### src/hw/afs_defines.svh
/*
  Constants for the amplifier fault supervisor: timing counts and mode codes.
  Assumes a 125 MHz core clock.
*/
`ifndef AFS_DEFINES_SVH
`define AFS_DEFINES_SVH
`define AFS_CLK_MHZ 125
`define AFS_PSC_MS_PER_UF 15
`define AFS_PSC_STEP_CYC ((`AFS_PSC_MS_PER_UF * 1000 * `AFS_CLK_MHZ) / 2)
`define AFS_RAMP_US 100
`define AFS_RAMP_CYC (`AFS_RAMP_US * `AFS_CLK_MHZ)
`define AFS_OVL_MAX 8'hFF
`define AFS_MODE_BTL 2'h0
`define AFS_MODE_PARALLELED_BRIDGE_MODE 2'h1
`define AFS_MODE_SE 2'h2
`endif

### src/hw/afs_pkg.sv
/*
  Types for the amplifier fault supervisor.
  Assumes afs_defines.svh is compiled alongside.
*/
`default_nettype none
package afs_pkg;
  typedef enum logic [2:0] {
    AFS_POR = 3'b000,
    AFS_PSC_GND = 3'b001,
    AFS_PSC_PWR = 3'b010,
    AFS_RUN = 3'b011,
    AFS_RAMP = 3'b100,
    AFS_HOLD = 3'b101
  } afs_state_e;
endpackage : afs_pkg
`default_nettype wire

### src/hw/afs_supervisor.sv
/*
  Fault supervisor of a four-half-bridge class-D stage: startup pin short
  check, DC speaker check, overload, thermal, undervoltage and reset handling.
  Assumes all inputs are synchronous to i_mclk and the analog comparators
  arrive as levels; i_nrst is the power-on clear.
*/
// Operation
// DC imbalance drives overload counter to max, shutdown
// DC check off in paralleled and single-ended
// Pin short check only at power-up
// Short found: all bridges Hi-Z until gone
// Check ground shorts first, then supply shorts
// Check time scales with filter capacitance
// Alert low, reset ignored during check
// Reset cycle does not rerun the check
// Check runs bridged modes, skipped single-ended
// Heat warning low above warning threshold
// Thermal shutdown latches until reset
// Supply low: Hi-Z and alert, self-clears
// Power-on clear resets overload counters
// Global fault stops all, reset toggle clears
// Channel fault stops only its channel
// Reset low forces alert high
// Controller releases reset only without warning
// Slow slave clock: silent Hi-Z, self-recover
// Warning self-clears, outputs keep running
// Reset low ramps down, then Hi-Z
// Reset low enables output pull-downs
// Reset rising edge clears latched overload
// Controller waits 4 ms after alert fall; the host model waits GAP_CYC = 30 cycles
// Bootstrap low: high side off only
`include "afs_defines.svh"
`default_nettype none
module afs_supervisor
  import afs_pkg::*;
#(
  parameter int unsigned PSC_STEP_CYC = `AFS_PSC_STEP_CYC,
  parameter int unsigned RAMP_CYC = `AFS_RAMP_CYC
) (
  // Clock and power-on clear.
  input wire logic i_mclk,
  input wire logic i_nrst,
  // Controller reset pin.
  input wire logic i_reset_n,
  // Configuration.
  input wire logic [1:0] i_out_mode,
  input wire logic i_slave_clock_mode,
  input wire logic i_external_switch_clock_slow,
  // Analog sensing.
  input wire logic [3:0] i_short_to_gnd,
  input wire logic [3:0] i_short_to_pwr,
  input wire logic [1:0] i_dc_imbalance,
  input wire logic [3:0] i_overcurrent,
  input wire logic i_pwm_frame,
  input wire logic i_heat_warning,
  input wire logic i_thermal_shutdown,
  input wire logic i_supply_low_guard,
  input wire logic [3:0] i_bootstrap_node_low,
  // Alert pins, open drain, enable high drives low.
  output logic o_fault_n_out,
  output logic o_fault_n_oe,
  output logic o_clip_heat_warning_n_out,
  output logic o_clip_heat_warning_n_oe,
  // Power stage control: enable and high-side off per half bridge, shared ramp and pull-downs, check busy.
  output logic [3:0] o_bridge_enable,
  output logic [3:0] o_high_side_off,
  output logic o_ramp_down,
  output logic o_pulldown_enable,
  output logic o_pulldown_weak,
  output logic o_psc_busy
);

  // ----------------------------------------------------------------------
  // Mode decode and state
  // ----------------------------------------------------------------------
  afs_state_e state_reg, state_next;
  logic [31:0] cnt_reg, cnt_next;
  logic [7:0] ovl_cnt_reg [4];
  logic [3:0] ch_off_reg;
  logic thermal_latch_reg, reset_n_q_reg;
  wire mode_se = (i_out_mode == `AFS_MODE_SE);
  wire mode_paralleled_bridge_mode = (i_out_mode == `AFS_MODE_PARALLELED_BRIDGE_MODE);
  wire reset_rise = i_reset_n & ~reset_n_q_reg;
  wire reset_fall = ~i_reset_n & reset_n_q_reg;
  wire any_short = |i_short_to_gnd | |i_short_to_pwr;
  wire dc_check_en = ~mode_se & ~mode_paralleled_bridge_mode;
  wire clk_stuck = i_slave_clock_mode & i_external_switch_clock_slow;
  wire in_psc = (state_reg == AFS_PSC_GND) || (state_reg == AFS_PSC_PWR);

  // Channel pair sharing one bridged output: A+B for 0/1, C+D for 2/3.
  function automatic logic [3:0] pair_mask(input logic [3:0] hit);
    pair_mask = {{2{hit[3] | hit[2]}}, {2{hit[1] | hit[0]}}};
  endfunction : pair_mask

  // ----------------------------------------------------------------------
  // Startup sequence and reset handling
  // ----------------------------------------------------------------------
  // Power-up goes to the short check once, or directly to hold in SE.
  always_comb begin
    state_next = state_reg;
    cnt_next = cnt_reg;
    case (state_reg)
      AFS_POR: begin
        cnt_next = 32'h0;
        state_next = mode_se ? AFS_HOLD : AFS_PSC_GND;
      end
      AFS_PSC_GND: begin
        if (|i_short_to_gnd) begin
          cnt_next = 32'h0;
        end else if (cnt_reg >= PSC_STEP_CYC - 1) begin
          cnt_next = 32'h0;
          state_next = AFS_PSC_PWR;
        end else begin
          cnt_next = cnt_reg + 32'h1;
        end
      end
      AFS_PSC_PWR: begin
        if (|i_short_to_pwr) begin
          cnt_next = 32'h0;
        end else if (cnt_reg >= PSC_STEP_CYC - 1) begin
          cnt_next = 32'h0;
          state_next = AFS_HOLD;
        end else begin
          cnt_next = cnt_reg + 32'h1;
        end
      end
      AFS_HOLD: begin
        // Wait for reset high; a later reset never returns to the check.
        if (i_reset_n) begin
          state_next = AFS_RUN;
        end
      end
      AFS_RUN: begin
        if (reset_fall) begin
          cnt_next = 32'h0;
          state_next = AFS_RAMP;
        end
      end
      AFS_RAMP: begin
        if (cnt_reg >= RAMP_CYC - 1) begin
          state_next = AFS_HOLD;
        end else begin
          cnt_next = cnt_reg + 32'h1;
        end
      end
      default: state_next = AFS_POR;
    endcase
  end

  always_ff @(posedge i_mclk or negedge i_nrst) begin
    if (!i_nrst) begin
      state_reg <= AFS_POR;
      cnt_reg <= 32'h0;
      reset_n_q_reg <= 1'b1; // Idle level, so no false edge follows the power-on clear.
    end else begin
      state_reg <= state_next;
      cnt_reg <= cnt_next;
      reset_n_q_reg <= in_psc ? reset_n_q_reg : i_reset_n;
    end
  end

  // ----------------------------------------------------------------------
  // Overload counters and channel latches
  // ----------------------------------------------------------------------
  genvar g;
  generate
    for (g = 0; g < 4; g++) begin : g_ch
      wire dc_hit = dc_check_en & i_dc_imbalance[g / 2];
      wire at_max = (ovl_cnt_reg[g] == `AFS_OVL_MAX);
      // Count up on overcurrent, down on clean frames, saturate on DC hit.
      always_ff @(posedge i_mclk or negedge i_nrst) begin
        if (!i_nrst) begin
          ovl_cnt_reg[g] <= 8'h00;
        end else if (dc_hit) begin
          ovl_cnt_reg[g] <= `AFS_OVL_MAX;
        end else if (reset_rise) begin
          ovl_cnt_reg[g] <= 8'h00;
        end else if (i_overcurrent[g] && !at_max) begin
          ovl_cnt_reg[g] <= ovl_cnt_reg[g] + 8'h01;
        end else if (i_pwm_frame && !i_overcurrent[g] && ovl_cnt_reg[g] != 8'h00 && !at_max) begin
          ovl_cnt_reg[g] <= ovl_cnt_reg[g] - 8'h01;
        end
      end
    end
  endgenerate

  wire [3:0] ovl_hit = {ovl_cnt_reg[3] == `AFS_OVL_MAX, ovl_cnt_reg[2] == `AFS_OVL_MAX,
                        ovl_cnt_reg[1] == `AFS_OVL_MAX, ovl_cnt_reg[0] == `AFS_OVL_MAX};
  // Paralleled mode shuts all four, otherwise only the affected pair.
  wire [3:0] ch_off_set = mode_paralleled_bridge_mode ? {4{|ovl_hit}} : pair_mask(ovl_hit);

  // Latched faults; a thermal event on the reset edge still sets.
  // A DC hit on that edge re-latches one cycle later through its counter.
  always_ff @(posedge i_mclk or negedge i_nrst) begin
    if (!i_nrst) begin
      ch_off_reg <= 4'h0;
      thermal_latch_reg <= 1'b0;
    end else begin
      ch_off_reg <= reset_rise ? 4'h0 : (ch_off_reg | ch_off_set);
      thermal_latch_reg <= (thermal_latch_reg & ~reset_rise) | i_thermal_shutdown;
    end
  end

  // ----------------------------------------------------------------------
  // Outputs
  // ----------------------------------------------------------------------
  wire running = (state_reg == AFS_RUN);
  wire ramping = (state_reg == AFS_RAMP);
  wire global_off = thermal_latch_reg | i_supply_low_guard | clk_stuck;
  wire fault_cond = thermal_latch_reg | i_supply_low_guard | (|ch_off_reg) | in_psc;
  wire fault_low = fault_cond & (in_psc | i_reset_n);
  // Bridges switch in run and through the ramp-down; global faults and shorts stop them all.
  wire [3:0] bridge_en = {4{(running | ramping) & ~global_off & ~any_short}} & ~ch_off_reg;
  wire pd_en = ~i_reset_n & ~in_psc & ~ramping;

  always_ff @(posedge i_mclk or negedge i_nrst) begin
    if (!i_nrst) begin
      o_fault_n_oe <= 1'b0;
      o_clip_heat_warning_n_oe <= 1'b0;
      o_bridge_enable <= 4'h0;
      o_high_side_off <= 4'h0;
      o_ramp_down <= 1'b0;
      o_pulldown_enable <= 1'b0;
      o_pulldown_weak <= 1'b0;
      o_psc_busy <= 1'b0;
    end else begin
      o_fault_n_oe <= fault_low;
      o_clip_heat_warning_n_oe <= i_heat_warning;
      o_bridge_enable <= bridge_en;
      o_high_side_off <= i_bootstrap_node_low;
      o_ramp_down <= ramping;
      o_pulldown_enable <= pd_en;
      o_pulldown_weak <= pd_en & ~mode_se;
      o_psc_busy <= in_psc;
    end
  end

  assign o_fault_n_out = 1'b0;
  assign o_clip_heat_warning_n_out = 1'b0;

  // ----------------------------------------------------------------------
  // Checks
  // ----------------------------------------------------------------------
  property p_psc_alert;
    @(posedge i_mclk) disable iff (!i_nrst) in_psc |=> o_fault_n_oe;
  endproperty
  a_psc_alert: assert property (p_psc_alert) else $error("alert not low during check");

  property p_reset_forces_high;
    @(posedge i_mclk) disable iff (!i_nrst) (!i_reset_n && !in_psc) |=> !o_fault_n_oe;
  endproperty
  a_reset_forces_high: assert property (p_reset_forces_high) else $error("alert low in reset");

  property p_warning;
    @(posedge i_mclk) disable iff (!i_nrst) i_heat_warning |=> o_clip_heat_warning_n_oe;
  endproperty
  a_warning: assert property (p_warning) else $error("warning not driven");

  property p_thermal_off;
    @(posedge i_mclk) disable iff (!i_nrst) i_thermal_shutdown |=> ##1 (o_bridge_enable == 4'h0);
  endproperty
  a_thermal_off: assert property (p_thermal_off) else $error("bridges on after shutdown");

  property p_supply_low;
    @(posedge i_mclk) disable iff (!i_nrst)
      i_supply_low_guard && i_reset_n |=> o_fault_n_oe && o_bridge_enable == 4'h0;
  endproperty
  a_supply_low: assert property (p_supply_low) else $error("supply low not handled");

  property p_se_no_check;
    @(posedge i_mclk) disable iff (!i_nrst) (state_reg == AFS_POR && mode_se) |=> !in_psc;
  endproperty
  a_se_no_check: assert property (p_se_no_check) else $error("check ran in single ended");

  property p_no_recheck;
    @(posedge i_mclk) disable iff (!i_nrst) !in_psc && $past(state_reg) != AFS_POR |=> !in_psc;
  endproperty
  a_no_recheck: assert property (p_no_recheck) else $error("check restarted");

  property p_step_order;
    @(posedge i_mclk) disable iff (!i_nrst)
      state_reg == AFS_PSC_PWR && $past(state_reg) != AFS_PSC_PWR |-> $past(state_reg) == AFS_PSC_GND;
  endproperty
  a_step_order: assert property (p_step_order) else $error("supply step before ground");

  property p_bootstrap;
    @(posedge i_mclk) disable iff (!i_nrst) i_bootstrap_node_low[0] |=> o_high_side_off[0];
  endproperty
  a_bootstrap: assert property (p_bootstrap) else $error("high side not off");

  property p_stuck_hiz;
    @(posedge i_mclk) disable iff (!i_nrst) clk_stuck |=> o_bridge_enable == 4'h0;
  endproperty
  a_stuck_hiz: assert property (p_stuck_hiz) else $error("bridges on with stuck clock");

  property p_channel_only;
    @(posedge i_mclk) disable iff (!i_nrst)
      running && !global_off && !any_short |=> o_bridge_enable == ~$past(ch_off_reg);
  endproperty
  a_channel_only: assert property (p_channel_only) else $error("healthy channel stopped");

  property p_reset_clears;
    @(posedge i_mclk) disable iff (!i_nrst) reset_rise |=> ch_off_reg == 4'h0;
  endproperty
  a_reset_clears: assert property (p_reset_clears) else $error("channel latch kept after reset");

  property p_warning_clears;
    @(posedge i_mclk) disable iff (!i_nrst) !i_heat_warning |=> !o_clip_heat_warning_n_oe;
  endproperty
  a_warning_clears: assert property (p_warning_clears) else $error("warning stuck");

endmodule : afs_supervisor
`default_nettype wire

### config.mk
export PLATFORM = sky130hd
export DESIGN_NAME = afs_supervisor
export DESIGN_NICKNAME = d
export VERILOG_FILES = /design/src/hw/afs_pkg.sv /design/src/hw/afs_supervisor.sv
export VERILOG_INCLUDE_DIRS = /design/src /design/src/hw
export SDC_FILE = /design/constraint.sdc
export NUM_CORES = 1
export LEC_CHECK = 0
export ABC_AREA = 0
export BUFFER_PORTS_ARGS = -buffer_cell sky130_fd_sc_hd__buf_2
export CORE_MARGIN = 5
export CORE_UTILIZATION = 45
export CTS_BUF_LIST = sky130_fd_sc_hd__clkbuf_8 sky130_fd_sc_hd__clkbuf_16
export DETAILED_ROUTE_END_ITERATION = 6
export PLACE_DENSITY = 0.65
export SYNTH_ARGS = -nofsm -noshare
export SYNTH_HDL_FRONTEND = slang
export SYNTH_SLANG_ARGS = --single-unit
### constraint.sdc
create_clock -name i_mclk -period 2.8 [get_ports i_mclk]
set_input_delay 0.28 -clock i_mclk [delete_from_list [all_inputs] [get_ports i_mclk]]
set_output_delay 0.28 -clock i_mclk [all_outputs]
set_load 0.01 [all_outputs]
==> run_results.csv <==
group,metric,value,unit
yosys,ys_ff_latch,87,
layout,fin_util,0.528,
timing,hold_ws,0.0378,ns
pwr,p_total,5.48,mW
setup_path,crit_top_cell,"o21ai_0",
setup_path,path_buf_inv,1,
grt,grt_pass1_vias,4908,
setup_path,worstPathCellList,"nand4_1, o21ai_0, buf_4, ha_1, nor2b_1, o21ai_0, a21boi_0, o21a_1, or4_1, nand3_1",
timing,slew_headroom,0.446,
yosys,netlist_instances,640,
timing,setup_viol,0,
route,wirelength,13500,um
timing,hold_violations,0,
yosys,synth_edf_count,0,
setup_path,crit_slowest_cell,"or4_1",
setup_path,rr_endpoint,"ovl_cnt_reg[6]$_DFFE_PN0P_",
route,wl_per_cell,15.7,um
worst_hold_path,hold_depth,1,
route,vias,5071,
layout,num-fill-cells,1134,
die,coreArea,12200,um^2
setup_path,cp_max_fo,7,
clock_network,cts_tree,"yes",
yosys,syn_area,5630,um^2
route,drc,0,
die,die_y,122,um
yosys,synth.distinct_cells,61,
clock_network,htree_levels,3,
timing,finalMaxSlewViolations,0,
die,die_w,122,um
setup_path,slowest_delay,0.46,ns
yosys,netlist_top_cells_area,"dfrtp_1 (38%), ha_1 (6.0%), o21ai_0 (4.7%)",
clock_network,cts_setup_buffers,0,
setup_path,arrival,2.91,ns
setup_path,rr_startpoint,"ovl_cnt_reg[7]$_DFFE_PN0P_",
clock_network,clk_latency,0.35,ns
timing,fmaxAchievable,0.382,GHz
grt,gr-total-overflow,0,
clock_network,cts_sinks,87,
yosys,ys_async_sr_fraction,1.00,
yosys,seq_area_frac_synth,0.387,
clock_network,cts_root_buffer,"clkbuf_16",
timing,period_share,0.936,
layout,num-nets-final,747,
yosys,synth_top_area_frac,0.382,
layout,final-seq-area,2180,um^2
layout,drive_above_1_share,0.140,
pwr,vdd_drop_max,0.518,mV
timing,final.setup.tns,0,ns
worst_hold_path,hold_class,"in2reg",
route,drt_iter0_drc,463,
setup_path,crit_family,"simple AND/OR/NAND/NOR gates",
timing,rsz0062_at_grt,"false",
grt,top_usage_layer,"met2",
setup_path,worst_ep_required_time,3.09,ns
worst_hold_path,hold_start,"i_bootstrap_node_low[2]",
grt,grtUsageMet3,0.0376,
layout,final_cell_mix,"dfrtp_1 (86), nor2_1 (55), o21ai_0 (52)",
setup_path,startpoint_type,"flip-flop",
grt,gr-usage-met2,0.295,
timing,worst_pin_slew,0.827,ns
route,postRouteAntennaNets,0,
run_status,outcome,"finished, final reports clean",
yosys,yosysTopAreaCell,"dfrtp_1",
timing,finalClockSkew,0.00646,ns
layout,syn_to_final_growth,14.2,%
layout,fin_cells,859,
clock_network,cts_max_path_buffers,2,
layout,n_antenna_cell,0,
setup_path,r2r_setup_slack,0.18,ns
clock_network,cts_buffers,9,
grt,antenna_found_initial,0,
die,start_util,0.463,
pwr,p_leak,2.76,nW
setup_path,ff2ff_path_depth,10,
grt,grt_usage,0.192,
placement,place.gp.congestion,0.893,
route,dr.pass1.iters,5,
route,vias_per_cell,5.90,
die,dieArea,14800,um^2
clock_network,clk_pin_slew,0.06,ns
setup_path,worstSetupEndpointType,"flip-flop",
grt,grt_use_met1,0.267,
worst_hold_path,hold_end,"o_high_side_off[2]$_DFF_PN0_",
timing,min_period,2.62,ns
placement,port_buffers,42,
die,rows,40,
die,io_pins,45,
setup_path,path_class,"reg2reg",
layout,layout_commonest_cell,"dfrtp_1",
grt,grt_max_degree,49,
yosys,synthFlopType,"dfrtp_1",
placement,dp_hpwl,9790,um
flow_run,max_cap_violations,0,
pwr,power_density,853,nW/um^2
layout,multi_input_area,3210,um^2
yosys,syn_area_per_cell,8.80,um^2
grt,grt_pass1_wl,23300,um
yosys,ys_warn_count,0,
placement,dp_cells,843,
==> cells by family after synthesis <==
family	synth area share
flip-flops	0.387
AND/OR/NAND/NOR	0.252
XOR/XNOR	0.0171
buffers and inverters	0.0442
multiplexers	0.0216
AO/OA/AOI/OAI	0.203
other	0.000666
adder cells (fa/ha/maj)	0.0742
==> where the power goes <==
part	internal (mW)	switching (mW)	leakage, nW
registers	1.55	0.352	1.10
logic	1.03	1.32	1.50
clock network	0.730	0.496	0.149
==> through the flow <==
stage	instance area [um^2]	worst slack, ns
after detailed placement	6120	0.221
after CTS	6430	0.209
final	6430	0.180
after floorplan	5630	0.0973
after global routing	6430	0.000300
after global placement	6120	0.358
==> what timing repair did <==
action / 4_1_cts / 5_1_grt
hold buffers: 1 / 0
resized for setup: 0 / 2
endpoints found under the setup margin: 0 / 3
endpoints found under the hold margin: 38 / 0
==> how the worst max path moves through the flow <==
stage / startpoint / depth (start not counted) / slack, ns / endpoint
floorplan: ovl_cnt_reg[23]$_DFFE_PN0P_ / 9 / 0.1 / ovl_cnt_reg[22]$_DFFE_PN0P_
global placement: ovl_cnt_reg[7]$_DFFE_PN0P_ / 10 / 0.36 / ovl_cnt_reg[6]$_DFFE_PN0P_
detailed placement: ovl_cnt_reg[7]$_DFFE_PN0P_ / 10 / 0.22 / ovl_cnt_reg[6]$_DFFE_PN0P_
CTS: ovl_cnt_reg[7]$_DFFE_PN0P_ / 10 / 0.21 / ovl_cnt_reg[6]$_DFFE_PN0P_
global route: ovl_cnt_reg[15]$_DFFE_PN0P_ / 11 / 0.0003 / ovl_cnt_reg[12]$_DFFE_PN0P_
finish: ovl_cnt_reg[7]$_DFFE_PN0P_ / 10 / 0.18 / ovl_cnt_reg[6]$_DFFE_PN0P_
==> layer usage <==
layer | wire length, um | vias up
met1 | 6460 | 2450
met3 | 732 | 19
li1 | - | 2470
met4 | 216 | 0
met5 | 0 | -
met2 | 6060 | 132
==> area by class of cell <==
| cell class | instances | area share |
|---|---|---|
| Sequential cell | 87 | 0.339 |
| Inverter | 29 | 0.0169 |
| Clock buffer | 11 | 0.0393 |
| Clock inverter | 4 | 0.00720 |
| Multi-Input combinational cell | 492 | 0.499 |
| Timing Repair Buffer | 68 | 0.0658 |
| Tap cell | 168 | 0.0327 |
==> Yosys cell counts (6+ instances only) <==
library cell  count
nand4_1          12
a21boi_0          8
a31oi_1          15
ha_1             27
o21ai_0          53
and3_1           14
xnor2_1          10
a21o_1            6
or4_1             7
o21ai_1           6
and2_1            7
dfrtp_1          86
mux2i_1          11
nor4_1           21
clkbuf_1         25
nand3_1          23
o211ai_1          6
nor2b_1          15
a21oi_1          31
o21a_1            8
nand2_1          33
nor2_1           55
a211oi_1         16
inv_1            29
nor3_1           38
nand2b_1          7
No activity file was read; power rests on OpenSTA's default activity.
